## config.mk

```make
export PLATFORM = sky130hd
export DESIGN_NAME = rcs_top
export DESIGN_NICKNAME = d
export VERILOG_FILES = /design/src/rtl/rcs_param_mem.v /design/src/rtl/rcs_contact_sync.v /design/src/rtl/rcs_top.v
export VERILOG_INCLUDE_DIRS = /design/src /design/src/rtl
export SDC_FILE = /design/constraint.sdc
export NUM_CORES = 1
export LEC_CHECK = 0
export BUFFER_PORTS_ARGS = -buffer_cell sky130_fd_sc_hd__buf_2
export CORE_MARGIN = 2
export CORE_UTILIZATION = 50
export DETAILED_ROUTE_END_ITERATION = 10
export PLACE_DENSITY = 0.65
export SLEW_MARGIN = 30
export SYNTH_ARGS = -nofsm -noshare
export SYNTH_HDL_FRONTEND = slang
export SYNTH_SLANG_ARGS = --single-unit
```

## constraint.sdc

```tcl
create_clock -name pclk -period 4.6 [get_ports pclk]
set_input_delay 0.46 -clock pclk [delete_from_list [all_inputs] [get_ports pclk]]
set_output_delay 0.46 -clock pclk [all_outputs]
set_load 0.02 [all_outputs]
```

## src/rtl/rcs_regs.vh

```
// Register map, field layouts, reset values and timing for the run command
// source selector. Assumes a 32-bit APB slave with word-aligned registers.
`ifndef RCS_REGS_VH
`define RCS_REGS_VH

// ****************************************************************
// Register byte offsets
// ****************************************************************
`define RCS_OFF_LANG      12'h000
`define RCS_OFF_ACCESS    12'h004
`define RCS_OFF_INIT      12'h008
`define RCS_OFF_PASSWORD  12'h00c
`define RCS_OFF_SPEED_SRC 12'h010
`define RCS_OFF_RUN_SRC   12'h014
`define RCS_OFF_MFI_FUNC  12'h018
`define RCS_OFF_USER_STORE 12'h01c
`define RCS_OFF_VF_PAT    12'h020
`define RCS_OFF_POWER     12'h024
`define RCS_OFF_PANEL     12'h028
`define RCS_OFF_STATUS    12'h02c
`define RCS_OFF_USER_GRP  12'h030

// ****************************************************************
// Codes and reset values
// ****************************************************************
`define RCS_INIT_NONE     16'h0000
`define RCS_INIT_USER     16'd1110
`define RCS_INIT_TWO      16'd2220
`define RCS_INIT_THREE    16'd3330
`define RCS_LANG_MAX      3'h6
`define RCS_LANG_RST      3'h0
`define RCS_ACC_OPER      2'h0
`define RCS_ACC_RST       2'h2
`define RCS_SRC_PANEL     2'h0
`define RCS_SRC_TERM      2'h1
`define RCS_SRC_SERIAL    2'h2
`define RCS_SRC_OPTION    2'h3
`define RCS_SPD_SRC_RST   2'h1
`define RCS_RUN_SRC_RST   2'h1
`define RCS_FN_THREE_WIRE 8'h00
`define RCS_FN_LOCKOUT    8'h1b
`define RCS_FN_RST        8'h0f
`define RCS_MFI_NUM       5
`define RCS_MFI_FWDREV_3W 3'h0
`define RCS_MFI_FWDREV_5  3'h2

// Panel command register fields
`define RCS_PNL_RUN       0
`define RCS_PNL_REV       1
`define RCS_PNL_EDIT      2
`define RCS_PNL_SER_WR    3
`define RCS_PNL_SER_ENTER 4
`define RCS_PNL_SPEED_OK  5

// ****************************************************************
// Timing
// ****************************************************************
`define RCS_CLK_MHZ       125
`define RCS_RUN_MIN_MS    50
`define RCS_RUN_MIN_CYC   (`RCS_RUN_MIN_MS * `RCS_CLK_MHZ * 1000)
`define RCS_BLINK_CYC     24'd12500000

`endif

```

## src/rtl/rcs_param_mem.v

```verilog
// Small parameter store holding the user-default snapshot of parameters.
// Assumes one writer and one reader, both on pclk.
`timescale 1ns/10ps
`default_nettype none

module rcs_param_mem (
  input  wire        pclk,
  input  wire        we,
  input  wire [3:0]  waddr,
  input  wire [31:0] wdata,
  input  wire [3:0]  raddr,
  output reg  [31:0] rdata
);
  reg [31:0] mem [0:15];

  // Read data registered, so a restore takes one cycle per word
  always @(posedge pclk) begin
    if (we) begin
      mem[waddr] <= wdata;
    end
    rdata <= mem[raddr];
  end
endmodule // rcs_param_mem

`default_nettype wire

```

## src/rtl/rcs_contact_sync.v

```verilog
// Two-flop synchroniser for the terminal contact inputs.
// Assumes contacts are closed-low to common and arrive asynchronously.
`timescale 1ns/10ps
`default_nettype none

module rcs_contact_sync (
  input  wire       pclk,
  input  wire       presetn,
  input  wire [4:0] contact_n,
  output reg  [4:0] closed
);
  reg [4:0] meta;

  always @(posedge pclk or negedge presetn) begin
    if (!presetn) begin
      meta   <= 5'h1f;
      closed <= 5'h00;
    end else begin
      meta   <= contact_n;
      closed <= ~meta;
    end
  end
endmodule // rcs_contact_sync

`default_nettype wire

```

## src/rtl/rcs_top.v

```verilog
// Run and speed command source selection, terminal interpretation,
// parameter edit protection and initialisation sequencing.
// Assumes an APB master on pclk and contact inputs closed-low to common.
// Notes on behaviour
// - Init codes 1110, 2220, 3330; zero idles
// - User init restores stored user settings
// - 2-wire init: input one fwd, two rev
// - 3-wire init: one run, two stop, five dir
// - Direction conflict resolved: lowest-numbered function-zero input used
// - Init selector returns to zero afterwards
// - Language untouched by any initialisation
// - 2/3-wire init keeps pattern and power
// - Language codes 0..6, default zero
// - Level 0: only access and password editable
// - Level 2 default: all editable unless protected
// - Password blocks language, access, init, user group
// - Active lockout input blocks parameter changes
// - Serial write pending blocks panel edits, busy
// - Speed source: panel, analog, serial, option
// - Run without speed: run lit, stop blinks
// - Option speed source without board: error, no run
// - Run source selects accepted run command
// - 2-wire: input one fwd, two rev
// - Both closed: stop, flashing external fault
// - Function zero selects 3-wire, input gives direction
// - Run pulse over 50 ms, stop opens stops
//
// The APB register port and the placing of the registers were decided locally.
`timescale 1ns/10ps
`default_nettype none
`include "rcs_regs.vh"

module rcs_top (
  input  wire        pclk,
  input  wire        presetn,
  input  wire        psel,
  input  wire        penable,
  input  wire        pwrite,
  input  wire [11:0] paddr,
  input  wire [31:0] pwdata,
  output reg  [31:0] prdata,
  output reg         pready,
  output reg         pslverr,
  input  wire        terminal_input_one,
  input  wire        terminal_input_two,
  input  wire        terminal_input_three,
  input  wire        terminal_input_four,
  input  wire        terminal_input_five,
  input  wire        option_board_present,
  input  wire        serial_run,
  input  wire        serial_rev,
  input  wire        serial_speed_valid,
  input  wire        option_run,
  input  wire        option_rev,
  input  wire        option_speed_valid,
  input  wire        analog_speed_valid,
  output reg         run_enable,
  output reg         run_reverse,
  output reg         run_lamp,
  output reg         stop_lamp,
  output reg         external_fault_alarm,
  output reg         option_missing_error,
  output reg         edit_busy,
  output reg         init_busy
);

  // ****************************************************************
  // Parameters and state
  // ****************************************************************
  reg [2:0]  display_language_select;
  reg [1:0]  access_level_select;
  reg [15:0] initialize_select;
  reg [15:0] password_param;
  reg [1:0]  speed_ref_source_select;
  reg [1:0]  run_source_select;
  reg [39:0] multifunction_input_function;
  reg [7:0]  vf_pattern_select;
  reg [7:0]  rated_power_select;
  reg [31:0] user_parameter_group;
  reg [5:0]  panel_cmd;
  reg        serial_pending;
  reg        password_lock;
  reg [1:0]  init_state;
  reg [3:0]  init_step;
  reg        three_run;
  reg [22:0] run_width;
  reg [23:0] blink_cnt;
  reg        blink;
  reg        wire3_by_init;

  localparam ST_IDLE  = 2'b00;
  localparam ST_USER  = 2'b01;
  localparam ST_LOAD  = 2'b10;
  localparam ST_DONE  = 2'b11;

  wire [4:0] closed;
  wire [31:0] mem_rdata;

  rcs_contact_sync u_sync (
    .pclk      (pclk),
    .presetn   (presetn),
    .contact_n ({terminal_input_five, terminal_input_four, terminal_input_three,
                 terminal_input_two, terminal_input_one}),
    .closed    (closed)
  );

  // ****************************************************************
  // Helpers
  // ****************************************************************
  function fn_any;
    input [39:0] fns;
    input [7:0]  code;
    input [4:0]  act;
    input        need_act;
    integer i;
    begin
      fn_any = 1'b0;
      for (i = 0; i < `RCS_MFI_NUM; i = i + 1) begin
        if (fns[i*8 +: 8] == code && (!need_act || act[i])) begin
          fn_any = 1'b1;
        end
      end
    end
  endfunction

  // Multi-function inputs are terminals three to five plus one and two
  wire [4:0] mfi_act = {closed[4], closed[3], closed[2], closed[1], closed[0]};
  wire three_wire = fn_any(multifunction_input_function, `RCS_FN_THREE_WIRE,
                           5'h00, 1'b0);
  wire lockout = fn_any(multifunction_input_function, `RCS_FN_LOCKOUT,
                        mfi_act, 1'b1);
  // Direction input: index of the function-zero input, else terminal five
  reg  dir_closed;
  integer k;
  always @* begin
    dir_closed = closed[4];
    for (k = `RCS_MFI_NUM - 1; k >= 0; k = k - 1) begin
      if (multifunction_input_function[k*8 +: 8] == `RCS_FN_THREE_WIRE) begin
        dir_closed = closed[k];
      end
    end
  end

  // ****************************************************************
  // APB access and edit protection
  // ****************************************************************
  wire access   = psel && penable && !pready;
  wire wr       = access && pwrite;
  wire [11:0] a = paddr;
  wire is_param = (a <= `RCS_OFF_POWER) || (a == `RCS_OFF_USER_GRP);
  wire pw_area  = (a == `RCS_OFF_LANG) || (a == `RCS_OFF_ACCESS) ||
                  (a == `RCS_OFF_INIT) || (a == `RCS_OFF_USER_GRP);
  wire lvl0_ok  = (a == `RCS_OFF_ACCESS) || (a == `RCS_OFF_PASSWORD);
  // Password holds while a non-zero password is set and not unlocked
  wire blocked  = is_param && (
                  (access_level_select == `RCS_ACC_OPER && !lvl0_ok) ||
                  (password_lock && pw_area) ||
                  lockout ||
                  serial_pending ||
                  (init_state != ST_IDLE));
  wire wr_ok    = wr && !blocked;
  wire mapped   = (a <= `RCS_OFF_USER_GRP) && (a[1:0] == 2'b00);

  always @(posedge pclk or negedge presetn) begin
    if (!presetn) begin
      pready  <= 1'b0;
      pslverr <= 1'b0;
      prdata  <= 32'h0000_0000;
    end else begin
      pready  <= access;
      pslverr <= access && (!mapped || (pwrite && blocked));
      if (access && !pwrite) begin
        case (a)
          `RCS_OFF_LANG:       prdata <= {29'h0, display_language_select};
          `RCS_OFF_ACCESS:     prdata <= {30'h0, access_level_select};
          `RCS_OFF_INIT:       prdata <= {16'h0, initialize_select};
          `RCS_OFF_PASSWORD:   prdata <= {31'h0, password_lock};
          `RCS_OFF_SPEED_SRC:  prdata <= {30'h0, speed_ref_source_select};
          `RCS_OFF_RUN_SRC:    prdata <= {30'h0, run_source_select};
          `RCS_OFF_MFI_FUNC:   prdata <= multifunction_input_function[31:0];
          `RCS_OFF_VF_PAT:     prdata <= {24'h0, vf_pattern_select};
          `RCS_OFF_POWER:      prdata <= {24'h0, rated_power_select};
          `RCS_OFF_PANEL:      prdata <= {26'h0, panel_cmd};
          `RCS_OFF_STATUS:     prdata <= {22'h0, init_busy, edit_busy,
                                          option_missing_error, external_fault_alarm,
                                          stop_lamp, run_lamp, run_reverse,
                                          run_enable, closed[1:0]};
          `RCS_OFF_USER_GRP:   prdata <= user_parameter_group;
          default:             prdata <= 32'h0000_0000;
        endcase
      end
    end
  end

  // ****************************************************************
  // Initialisation sequencer with user snapshot memory
  // ****************************************************************
  wire store_user = wr_ok && (a == `RCS_OFF_USER_STORE) && (pwdata[0] == 1'b1);
  reg  [3:0]  mem_waddr;
  reg  [31:0] mem_wdata;
  reg         snap_busy;
  reg  [3:0]  snap_idx;

  always @* begin
    case (snap_idx)
      4'h0:    mem_wdata = {30'h0, access_level_select};
      4'h1:    mem_wdata = {30'h0, speed_ref_source_select};
      4'h2:    mem_wdata = {30'h0, run_source_select};
      4'h3:    mem_wdata = multifunction_input_function[31:0];
      4'h4:    mem_wdata = {24'h0, multifunction_input_function[39:32]};
      4'h5:    mem_wdata = {24'h0, vf_pattern_select};
      4'h6:    mem_wdata = {24'h0, rated_power_select};
      4'h7:    mem_wdata = user_parameter_group;
      default: mem_wdata = 32'h0000_0000;
    endcase
    mem_waddr = snap_idx;
  end

  rcs_param_mem u_mem (
    .pclk  (pclk),
    .we    (snap_busy),
    .waddr (mem_waddr),
    .wdata (mem_wdata),
    .raddr (init_step),
    .rdata (mem_rdata)
  );

  always @(posedge pclk or negedge presetn) begin
    if (!presetn) begin
      display_language_select      <= `RCS_LANG_RST;
      access_level_select          <= `RCS_ACC_RST;
      initialize_select            <= `RCS_INIT_NONE;
      password_param               <= 16'h0000;
      password_lock                <= 1'b0;
      speed_ref_source_select      <= `RCS_SPD_SRC_RST;
      run_source_select            <= `RCS_RUN_SRC_RST;
      multifunction_input_function <= {5{`RCS_FN_RST}};
      vf_pattern_select            <= 8'h00;
      rated_power_select           <= 8'h00;
      user_parameter_group         <= 32'h0000_0000;
      panel_cmd                    <= 6'h00;
      serial_pending               <= 1'b0;
      init_state                   <= ST_IDLE;
      init_step                    <= 4'h0;
      snap_busy                    <= 1'b0;
      snap_idx                     <= 4'h0;
      wire3_by_init                <= 1'b0;
    end else begin
      // Serial write holds the panel off until the host sends Enter
      if (serial_pending && panel_cmd[`RCS_PNL_SER_ENTER]) begin
        serial_pending <= 1'b0;
      end
      if (panel_cmd[`RCS_PNL_SER_WR]) begin
        serial_pending <= 1'b1;
      end
      if (wr && a == `RCS_OFF_PANEL) begin
        panel_cmd <= pwdata[5:0];
      end else begin
        panel_cmd[`RCS_PNL_SER_WR]    <= 1'b0;
        panel_cmd[`RCS_PNL_SER_ENTER] <= 1'b0;
      end
      if (snap_busy) begin
        snap_idx  <= snap_idx + 4'h1;
        snap_busy <= (snap_idx != 4'h7);
      end else if (store_user) begin
        snap_busy <= 1'b1;
        snap_idx  <= 4'h0;
      end
      if (wr_ok) begin
        case (a)
          `RCS_OFF_LANG:
            if (pwdata[2:0] <= `RCS_LANG_MAX) display_language_select <= pwdata[2:0];
          `RCS_OFF_ACCESS:    access_level_select <= pwdata[1:0];
          `RCS_OFF_INIT:
            if (pwdata[15:0] == `RCS_INIT_USER || pwdata[15:0] == `RCS_INIT_TWO ||
                pwdata[15:0] == `RCS_INIT_THREE) initialize_select <= pwdata[15:0];
          `RCS_OFF_PASSWORD: begin
            if (password_param == 16'h0000 || pwdata[15:0] == password_param) begin
              password_lock <= 1'b0;
            end
            if (pwdata[31]) begin
              password_param <= pwdata[15:0];
              password_lock  <= (pwdata[15:0] != 16'h0000);
            end
          end
          `RCS_OFF_SPEED_SRC: speed_ref_source_select <= pwdata[1:0];
          `RCS_OFF_RUN_SRC:   run_source_select <= pwdata[1:0];
          `RCS_OFF_MFI_FUNC:  multifunction_input_function[31:0] <= pwdata;
          `RCS_OFF_VF_PAT:    vf_pattern_select <= pwdata[7:0];
          `RCS_OFF_POWER:     rated_power_select <= pwdata[7:0];
          `RCS_OFF_USER_GRP:  user_parameter_group <= pwdata;
          default: ;
        endcase
      end
      case (init_state)
        ST_IDLE: begin
          init_step <= 4'h0;
          if (initialize_select == `RCS_INIT_USER) begin
            init_state <= ST_USER;
          end else if (initialize_select != `RCS_INIT_NONE) begin
            init_state <= ST_LOAD;
          end
        end
        ST_USER: begin
          // Registered memory: word for step n-1 arrives at step n
          init_step <= init_step + 4'h1;
          case (init_step)
            4'h1: access_level_select          <= mem_rdata[1:0];
            4'h2: speed_ref_source_select      <= mem_rdata[1:0];
            4'h3: run_source_select            <= mem_rdata[1:0];
            4'h4: multifunction_input_function[31:0]  <= mem_rdata;
            4'h5: multifunction_input_function[39:32] <= mem_rdata[7:0];
            4'h6: vf_pattern_select            <= mem_rdata[7:0];
            4'h7: rated_power_select           <= mem_rdata[7:0];
            4'h8: user_parameter_group         <= mem_rdata;
            default: ;
          endcase
          if (init_step == 4'h8) begin
            init_state <= ST_DONE;
          end
        end
        ST_LOAD: begin
          // Language, pattern and power kept on purpose
          access_level_select     <= `RCS_ACC_RST;
          speed_ref_source_select <= `RCS_SPD_SRC_RST;
          run_source_select       <= `RCS_RUN_SRC_RST;
          user_parameter_group    <= 32'h0000_0000;
          if (initialize_select == `RCS_INIT_THREE) begin
            // Input five carries direction; one to four kept default
            multifunction_input_function <= {`RCS_FN_THREE_WIRE, {4{`RCS_FN_RST}}};
            wire3_by_init <= 1'b1;
          end else begin
            multifunction_input_function <= {5{`RCS_FN_RST}};
            wire3_by_init <= 1'b0;
          end
          init_state <= ST_DONE;
        end
        ST_DONE: begin
          initialize_select <= `RCS_INIT_NONE;
          init_state        <= ST_IDLE;
        end
        default: init_state <= ST_IDLE;
      endcase
    end
  end

  // ****************************************************************
  // Terminal interpretation and run qualification
  // ****************************************************************
  wire both_closed = !three_wire && closed[0] && closed[1];
  wire run_long    = (run_width >= (`RCS_RUN_MIN_CYC - 1));

  always @(posedge pclk or negedge presetn) begin
    if (!presetn) begin
      run_width <= 23'h000000;
      three_run <= 1'b0;
      blink_cnt <= 24'h000000;
      blink     <= 1'b0;
    end else begin
      if (closed[0] && closed[1]) begin
        if (!run_long) run_width <= run_width + 23'h000001;
      end else begin
        run_width <= 23'h000000;
      end
      if (!three_wire || !closed[1]) begin
        three_run <= 1'b0;
      end else if (run_long) begin
        three_run <= 1'b1;
      end
      if (blink_cnt == `RCS_BLINK_CYC) begin
        blink_cnt <= 24'h000000;
        blink     <= !blink;
      end else begin
        blink_cnt <= blink_cnt + 24'h000001;
      end
    end
  end

  // ****************************************************************
  // Source selection and indicators
  // ****************************************************************
  reg next_run;
  reg next_rev;
  reg next_speed;
  always @* begin
    case (run_source_select)
      `RCS_SRC_PANEL:  begin next_run = panel_cmd[`RCS_PNL_RUN]; next_rev = panel_cmd[`RCS_PNL_REV]; end
      `RCS_SRC_TERM:   begin
        if (three_wire) begin
          next_run = three_run;
          next_rev = dir_closed;
        end else begin
          next_run = closed[0] ^ closed[1];
          next_rev = closed[1] && !closed[0];
        end
      end
      `RCS_SRC_SERIAL: begin next_run = serial_run; next_rev = serial_rev; end
      default:         begin next_run = option_run; next_rev = option_rev; end
    endcase
    case (speed_ref_source_select)
      `RCS_SRC_PANEL:  next_speed = panel_cmd[`RCS_PNL_SPEED_OK];
      `RCS_SRC_TERM:   next_speed = analog_speed_valid;
      `RCS_SRC_SERIAL: next_speed = serial_speed_valid;
      default:         next_speed = option_speed_valid && option_board_present;
    endcase
  end

  wire opt_missing = (speed_ref_source_select == `RCS_SRC_OPTION) && !option_board_present;

  always @(posedge pclk or negedge presetn) begin
    if (!presetn) begin
      run_enable           <= 1'b0;
      run_reverse          <= 1'b0;
      run_lamp             <= 1'b0;
      stop_lamp            <= 1'b1;
      external_fault_alarm <= 1'b0;
      option_missing_error <= 1'b0;
      edit_busy            <= 1'b0;
      init_busy            <= 1'b0;
    end else begin
      option_missing_error <= opt_missing;
      external_fault_alarm <= (run_source_select == `RCS_SRC_TERM) && both_closed && !blink;
      run_enable  <= next_run && next_speed && !opt_missing && !both_closed;
      run_reverse <= next_rev;
      run_lamp    <= next_run;
      stop_lamp   <= !next_run || (!next_speed && blink);
      edit_busy   <= serial_pending && panel_cmd[`RCS_PNL_EDIT];
      init_busy   <= (init_state != ST_IDLE) || snap_busy;
    end
  end
endmodule // rcs_top

`default_nettype wire

```

==> results.sh, run 1 <==
export IMPL_cts_setup_buffers=0
export IMPL_yosys_register_bits=793
export IMPL_io_pins=104
export IMPL_hold_viol=0
export IMPL_core_area_sq_um=65510
export IMPL_top_layer="met4"
export IMPL_r2r_cells=11
export IMPL_dr_pass1_iters=9
export IMPL_worstSetupEndpointType="flop"
export IMPL_ff2ff_setup_slack_ps=1280
export IMPL_leakage_uw=0.01324
export IMPL_crit_slowest_cell="nor4_4"
export IMPL_area_growth_pct=13.40
export IMPL_worst_pin_slew_ps=954.0
export IMPL_syn_nets=2128
export IMPL_p_sw_uw=3025
export IMPL_wl_met2_um=40540
export IMPL_startpoint_type="flop"
export IMPL_fin_crit_ps=3316
export IMPL_drtAntennaViolNets=0
export IMPL_crit_path_start="init_state[0]"
export IMPL_power_density_nw_per_um2=393.0
export IMPL_intPower_uw=11640
export IMPL_ys_seq_area_share_pct=67.71
export IMPL_vias=19701
export IMPL_antenna_cells=0
export IMPL_cts_inserted_buffers=81
export IMPL_die_h_um=260.5
export IMPL_finClkSkew_ps=31.38
export IMPL_ctsLongestPathBuffers=3
export IMPL_synth_edf_count=512
export IMPL_m1WireLength_um=35940
export IMPL_synth_cell_types=75
export IMPL_ir_drop_mv=0.2852
export IMPL_synth_most_common_cell="edfxtp_1"
export IMPL_cp_common_cell="buf_4"
export IMPL_swShare_pct=20.63
export IMPL_cp_endpoint="user_parameter_group[25]"
export IMPL_grt_pass1_vias=19514
export IMPL_rr_startpoint="init_state[0]"
export IMPL_critPathMaxStageDelay_ps=520
export IMPL_grt_pass1_wl_um=127000
export IMPL_critical_path_class="flop to flop"
export IMPL_path_max_fanout=32
export IMPL_avgViaCountPerCell=6.378
export IMPL_h_tree_depth=3
export IMPL_worstPathRequired_ps=5110
export IMPL_port_buffers=103
export IMPL_synth_largest_area_cell="edfxtp_1"
export IMPL_max_freq_mhz=301.6
export IMPL_hold_path_class="input pin to flop"
export IMPL_drc=0
export IMPL_cts_resized=0
export IMPL_initial_core_util_pct=50.23
export IMPL_dpl_hpwl_um=53730
export IMPL_synth_common_cells="edfxtp_1, dfrtp_1, mux4_2"
export IMPL_netlist_instances=2048
export IMPL_tns_ps=0
export IMPL_setup_viol=0
export IMPL_syn_area_sq_um=32910
export IMPL_track_usage_pct=25.30
export IMPL_p_comb_share_pct=2.6
export IMPL_syn_area_per_cell_sq_um=16.07
export IMPL_seqPwrFrac_pct=52.0
export IMPL_cp_cell_sequence="inv_1 -> ha_1 -> nand2b_1 -> a31oi_1 -> nand3_1 -> nor4_4 -> or2_1 -> buf_4 -> a21boi_2 -> buf_4 -> a221o_1"
export IMPL_final_layout_size_suffix_gt1_share_pct=23.28
export IMPL_grt_max_degree=133
export IMPL_grt_setup_unrepaired="no"
export IMPL_clock_latency_ps=630
export IMPL_yosysTopAreaCellShare_pct=46.72
export IMPL_critPathArrivalTime_ps=3820
export IMPL_dieArea_sq_um=67880
export IMPL_antenna_found_initial=0
export IMPL_final_max_slew_viol_count=0
export IMPL_path_clk_slew_ps=60
export IMPL_first_iter_violations=2528
export IMPL_totalWireLength_um=85430
export IMPL_power_uw=14660
export IMPL_drv_cap=0
export IMPL_yosysWarningCount=0
export IMPL_cts_tree="yes"
export IMPL_avgRoutedWirePerCell_um=27.66
export IMPL_fp_dieW_um=260.5
export IMPL_async_flop_share_pct=31.40
export IMPL_row_count=94
export IMPL_synth_area_leaders="edfxtp_1, dfrtp_1, mux4_2"
export IMPL_status="finished clean"
export IMPL_pwr_share_clk_pct=45.4
export IMPL_overflow=0
export IMPL_ctsRootBufferMaster="clkbuf_16"
export IMPL_cts_sinks=793
export IMPL_max_slew_margin_pct=35.91
export IMPL_ys_flop_type="edfxtp_1"
export IMPL_timing_rr_end="user_parameter_group[25]"
export IMPL_layout_nets=2241
export IMPL_ctsHoldBuffers=7
export IMPL_final_period_utilization_pct=72.08
export IMPL_wl_met3_um=6492
export IMPL_place_congestion=0.9569
[placed cells by master (no fill, tap or decap), drive strengths merged, types with 18 or more instances in the layout]
cell type  netlist  layout
nor4            28      28
nand2           83      83
o21ai           46      46
a21oi           42      42
buf             35     148
dfrtp          220     220
a22o            37      37
nor2           139     139
mux4           162     162
nand4           21      21
mux2            22      22
ha              18      18
a221oi          24      24
dfxtp           32      32
a22oi           28      28
mux2i           41      41
nand3           42      42
clkbuf          90     107
dfstp           29      29
edfxtp         512     512
clkinv           1      26
a221o           52      52
xor2            29      29
and2            92      92
inv             27      30
xnor2           29      29
[critical path, delay by kind of cell, from the launching register on]
family | cells | cell delay, ps
compound gates | 3 | 630
fa+ha+maj | 1 | 240
buf+inv | 3 | 730
flops | 1 | 400
simple gates | 4 | 1180
[layout make-up]
cell class | count | area, sq um
Tap cell | 864 | 1081
Clock buffer | 107 | 2196
Timing Repair Buffer | 155 | 991.0
Multi-Input combinational cell | 1102 | 10170
Sequential cell | 793 | 22290
Clock inverter | 40 | 480.5
Fill cell | 4949 | 28190
Inverter | 28 | 105.1
[kinds of logic after synthesis]
| group | share of synthesized area [%] |
|---|---|
| AO/OA/AOI/OAI | 7.331 |
| XOR/XNOR | 1.544 |
| adder cells (fa/ha/maj) | 0.6844 |
| buffers and inverters | 1.836 |
| flip-flops | 67.71 |
| multiplexers | 13.09 |
| AND/OR/NAND/NOR | 7.806 |
[per-layer routing]
layer  GRT usage [%]  up-vias
met5               0        -
met4           8.365        0
met3           4.099      158
met2           40.01      898
met1           36.14    10336
li1                -     8309
[registers in the layout, indices dropped and copies added, names as in the netlist, 2 cells and up]
name and count:
vf_pattern_select 8, panel_cmd 6, init_state 2, prdata 32, display_language_select 3, u_sync.closed 5
run_width 23, access_level_select 2, multifunction_input_function 40, rated_power_select 8, u_sync.meta 5, password_param 16
speed_ref_source_select 2, blink_cnt 24, u_mem.rdata 32, mem_waddr 4, u_mem.mem 512, run_source_select 2
user_parameter_group 32, initialize_select 16, init_step 4
[power by group through the flow]
stage          Combinational (uW)  Sequential (uW)  Clock, uW
2_1_floorplan                 111             7830          0
3_3_place_gp                  373             7770          0
3_5_place_dp                  377             7770          0
4_1_cts                       384             7630       6740
5_1_grt                       416             7630       7020
6_report                      381             7630       6650
[how the worst min path moves through the flow]
stage                   startpoint                          endpoint  slack (ps)  cells after the start
floorplan                  presetn            access_level_select[0]         160                      0
CTS                     pwdata[19]          user_parameter_group[19]         100                      2
global placement    u_sync.meta[0]                  u_sync.closed[0]         410                      1
finish                  pwdata[19]          user_parameter_group[19]         120                      2
detailed placement  u_sync.meta[0]                  u_sync.closed[0]         410                      1
global route            pwdata[23]  multifunction_input_function[23]         110                      2
[stage by stage]
stage	utilization, %	hold slack (ps)	setup slack (ps)	std cells	cell area, sq um
3_5_place_dp	52.77	411.3	1364	2935	34570
4_1_cts	56.96	102.9	1351	3089	37310
3_3_place_gp	52.73	413.2	1439	2934	34540
6_report	56.96	124.2	1284	3089	37320
5_1_grt	56.96	114.9	1154	3089	37320
2_1_floorplan	-	164.4	1097	2048	32910
Note: power is estimated with default switching activity, not from simulation.
==> run 2: changes to the inputs <==
- clock period: 4.6 -> 3.11 ns (I/O delays scaled with it)
==> results.sh, run 2 (same netlist as run 1, synthesis figures left out) <==
export IMPL_worst_pin_slew_ps=906.9
export IMPL_fin_crit_ps=2795
export IMPL_ir_drop_mv=0.4101
export IMPL_initial_core_util_pct=50.23
export IMPL_grt_setup_unrepaired="no"
export IMPL_avgViaCountPerCell=6.317
export IMPL_path_clk_slew_ps=60
export IMPL_hold_path_class="input pin to flop"
export IMPL_avgRoutedWirePerCell_um=27.69
export IMPL_setup_viol=0
export IMPL_power_density_nw_per_um2=564.4
export IMPL_cp_cell_sequence="inv_1 -> ha_1 -> nand2b_1 -> a31oi_1 -> nand3_1 -> nor4_4 -> or2_1 -> nand4_4 -> mux2_1"
export IMPL_antenna_cells=0
export IMPL_critPathArrivalTime_ps=3290
export IMPL_hold_viol=0
export IMPL_reg_top3="u_mem.mem x512, multifunction_input_function x40"
export IMPL_antenna_found_initial=0
export IMPL_area_growth_pct=15.22
export IMPL_final_layout_size_suffix_gt1_share_pct=23.99
export IMPL_leakage_uw=0.01348
export IMPL_whs_path_depth=2
export IMPL_finClkSkew_ps=18.41
export IMPL_cts_tree="yes"
export IMPL_nFillCells=4902
export IMPL_crit_slowest_cell="mux2_1"
export IMPL_ctsLongestPathBuffers=3
export IMPL_worstHoldEndpoint="user_parameter_group[15]"
export IMPL_cts_setup_buffers=0
export IMPL_final_period_utilization_pct=89.86
export IMPL_grt_pass1_vias=19868
export IMPL_overflow=0
export IMPL_io_pins=104
export IMPL_first_iter_violations=2568
export IMPL_h_tree_depth=3
export IMPL_dr_pass1_iters=7
export IMPL_clock_latency_ps=630
export IMPL_port_buffers=103
export IMPL_largest_register="u_mem.mem"
export IMPL_worstSetupEndpointType="flop"
export IMPL_drv_cap=0
export IMPL_worstPathRequired_ps=3600
export IMPL_startpoint_type="flop"
export IMPL_vias=19811
export IMPL_totalWireLength_um=86840
export IMPL_r2r_cells=9
export IMPL_row_count=94
export IMPL_fp_dieW_um=260.5
export IMPL_track_usage_pct=25.80
export IMPL_min_from="pwdata[15]"
export IMPL_critPathMaxStageDelay_ps=440
export IMPL_layout_nets=2285
export IMPL_drc=0
export IMPL_cts_inserted_buffers=80
export IMPL_ctsRootBufferMaster="clkbuf_16"
export IMPL_crit_path_start="init_state[0]"
export IMPL_path_max_fanout=17
export IMPL_critical_path_class="flop to flop"
export IMPL_timing_rr_end="password_param[6]"
export IMPL_final_max_slew_viol_count=0
export IMPL_drtAntennaViolNets=0
export IMPL_final_cell_mix="edfxtp_1, dfrtp_1, mux4_2"
export IMPL_max_slew_margin_pct=39.54
export IMPL_status="finished clean"
export IMPL_place_congestion=0.9718
export IMPL_grt_pass1_wl_um=128100
export IMPL_hold_ws_ps=36.01
export IMPL_rr_startpoint="init_state[0]"
export IMPL_grt_max_degree=107
export IMPL_largest_reg_flops=512
export IMPL_max_freq_mhz=357.8
export IMPL_die_h_um=260.5
export IMPL_dieArea_sq_um=67880
export IMPL_dpl_hpwl_um=52800
export IMPL_ff2ff_setup_slack_ps=320
export IMPL_core_area_sq_um=65510
export IMPL_final_common_cell="edfxtp_1"
export IMPL_tns_ps=0
export IMPL_cts_sinks=793
-- run 2: power by group --
part / internal (uW) / leakage (uW) / switching (uW)
registers: 11200 / 0.00803 / 65.4
logic: 195 / 0.00417 / 392
clock network: 5510 / 0.00129 / 4020
total: 16900 / 0.0135 / 4470
-- run 2: worst max path at each step --
stage                                             endpoint  depth (start not counted)
after floorplan                           u_mem.mem[11][0]                          3
after global placement    multifunction_input_function[20]                         10
final                                    password_param[6]                          9
after global routing                          mem_waddr[2]                         10
after detailed placement  multifunction_input_function[14]                         10
after CTS                 multifunction_input_function[14]                         10
-- run 2: final cells by class --
| type | instances | area [sq um] | area share [%] |
|---|---|---|---|
| well taps | 864 | 1081 | 2.851 |
| clock inverters | 33 | 324.1 | 0.8547 |
| clock buffers | 116 | 2301 | 6.069 |
| flip-flops and latches | 793 | 22290 | 58.79 |
| multi-input cells | 1102 | 10200 | 26.90 |
| repair buffers | 200 | 1612 | 4.250 |
| inverters | 28 | 105.1 | 0.2772 |
-- run 2: metrics by stage --
stage	area, sq um	instances	total power [uW]	utilization [%]	setup slack (ps)
after floorplan	32930	2048	11750	-	424.0
after global placement	35050	2964	12050	53.51	245.4
after detailed placement	35050	2964	12070	53.51	165.5
after CTS	37910	3136	21580	57.87	147.9
after global routing	37920	3136	22040	57.88	124.8
final	37920	3136	21400	57.88	315.4
-- run 2: layer usage --
layer | vias up | global-route usage (%) | wire length (um)
met1 | 10309 | 36.60 | 36110
met2 | 960 | 40.42 | 40930
li1 | 8390 | - | -
met3 | 152 | 4.244 | 6835
met4 | 0 | 9.921 | 2966
met5 | - | 0 | 0
-- run 2: timing repair --
item / 4_1_cts / 5_1_grt
gates resized for setup: 0 / 1
endpoints found under the hold margin: 120 / 0
setup endpoints to repair: 0 / 16
hold buffers: 23 / 0
-- run 2: worst max-delay path, delay by kind of cell (launching register included) --
kind                       cells  cell delay (ps)
AOI/OAI and AO/OA              1              140
adders and majority gates      1              220
buffers and inverters          1              130
DFF                            1              410
muxes                          1              440
and+or+nand+nor                5             1320
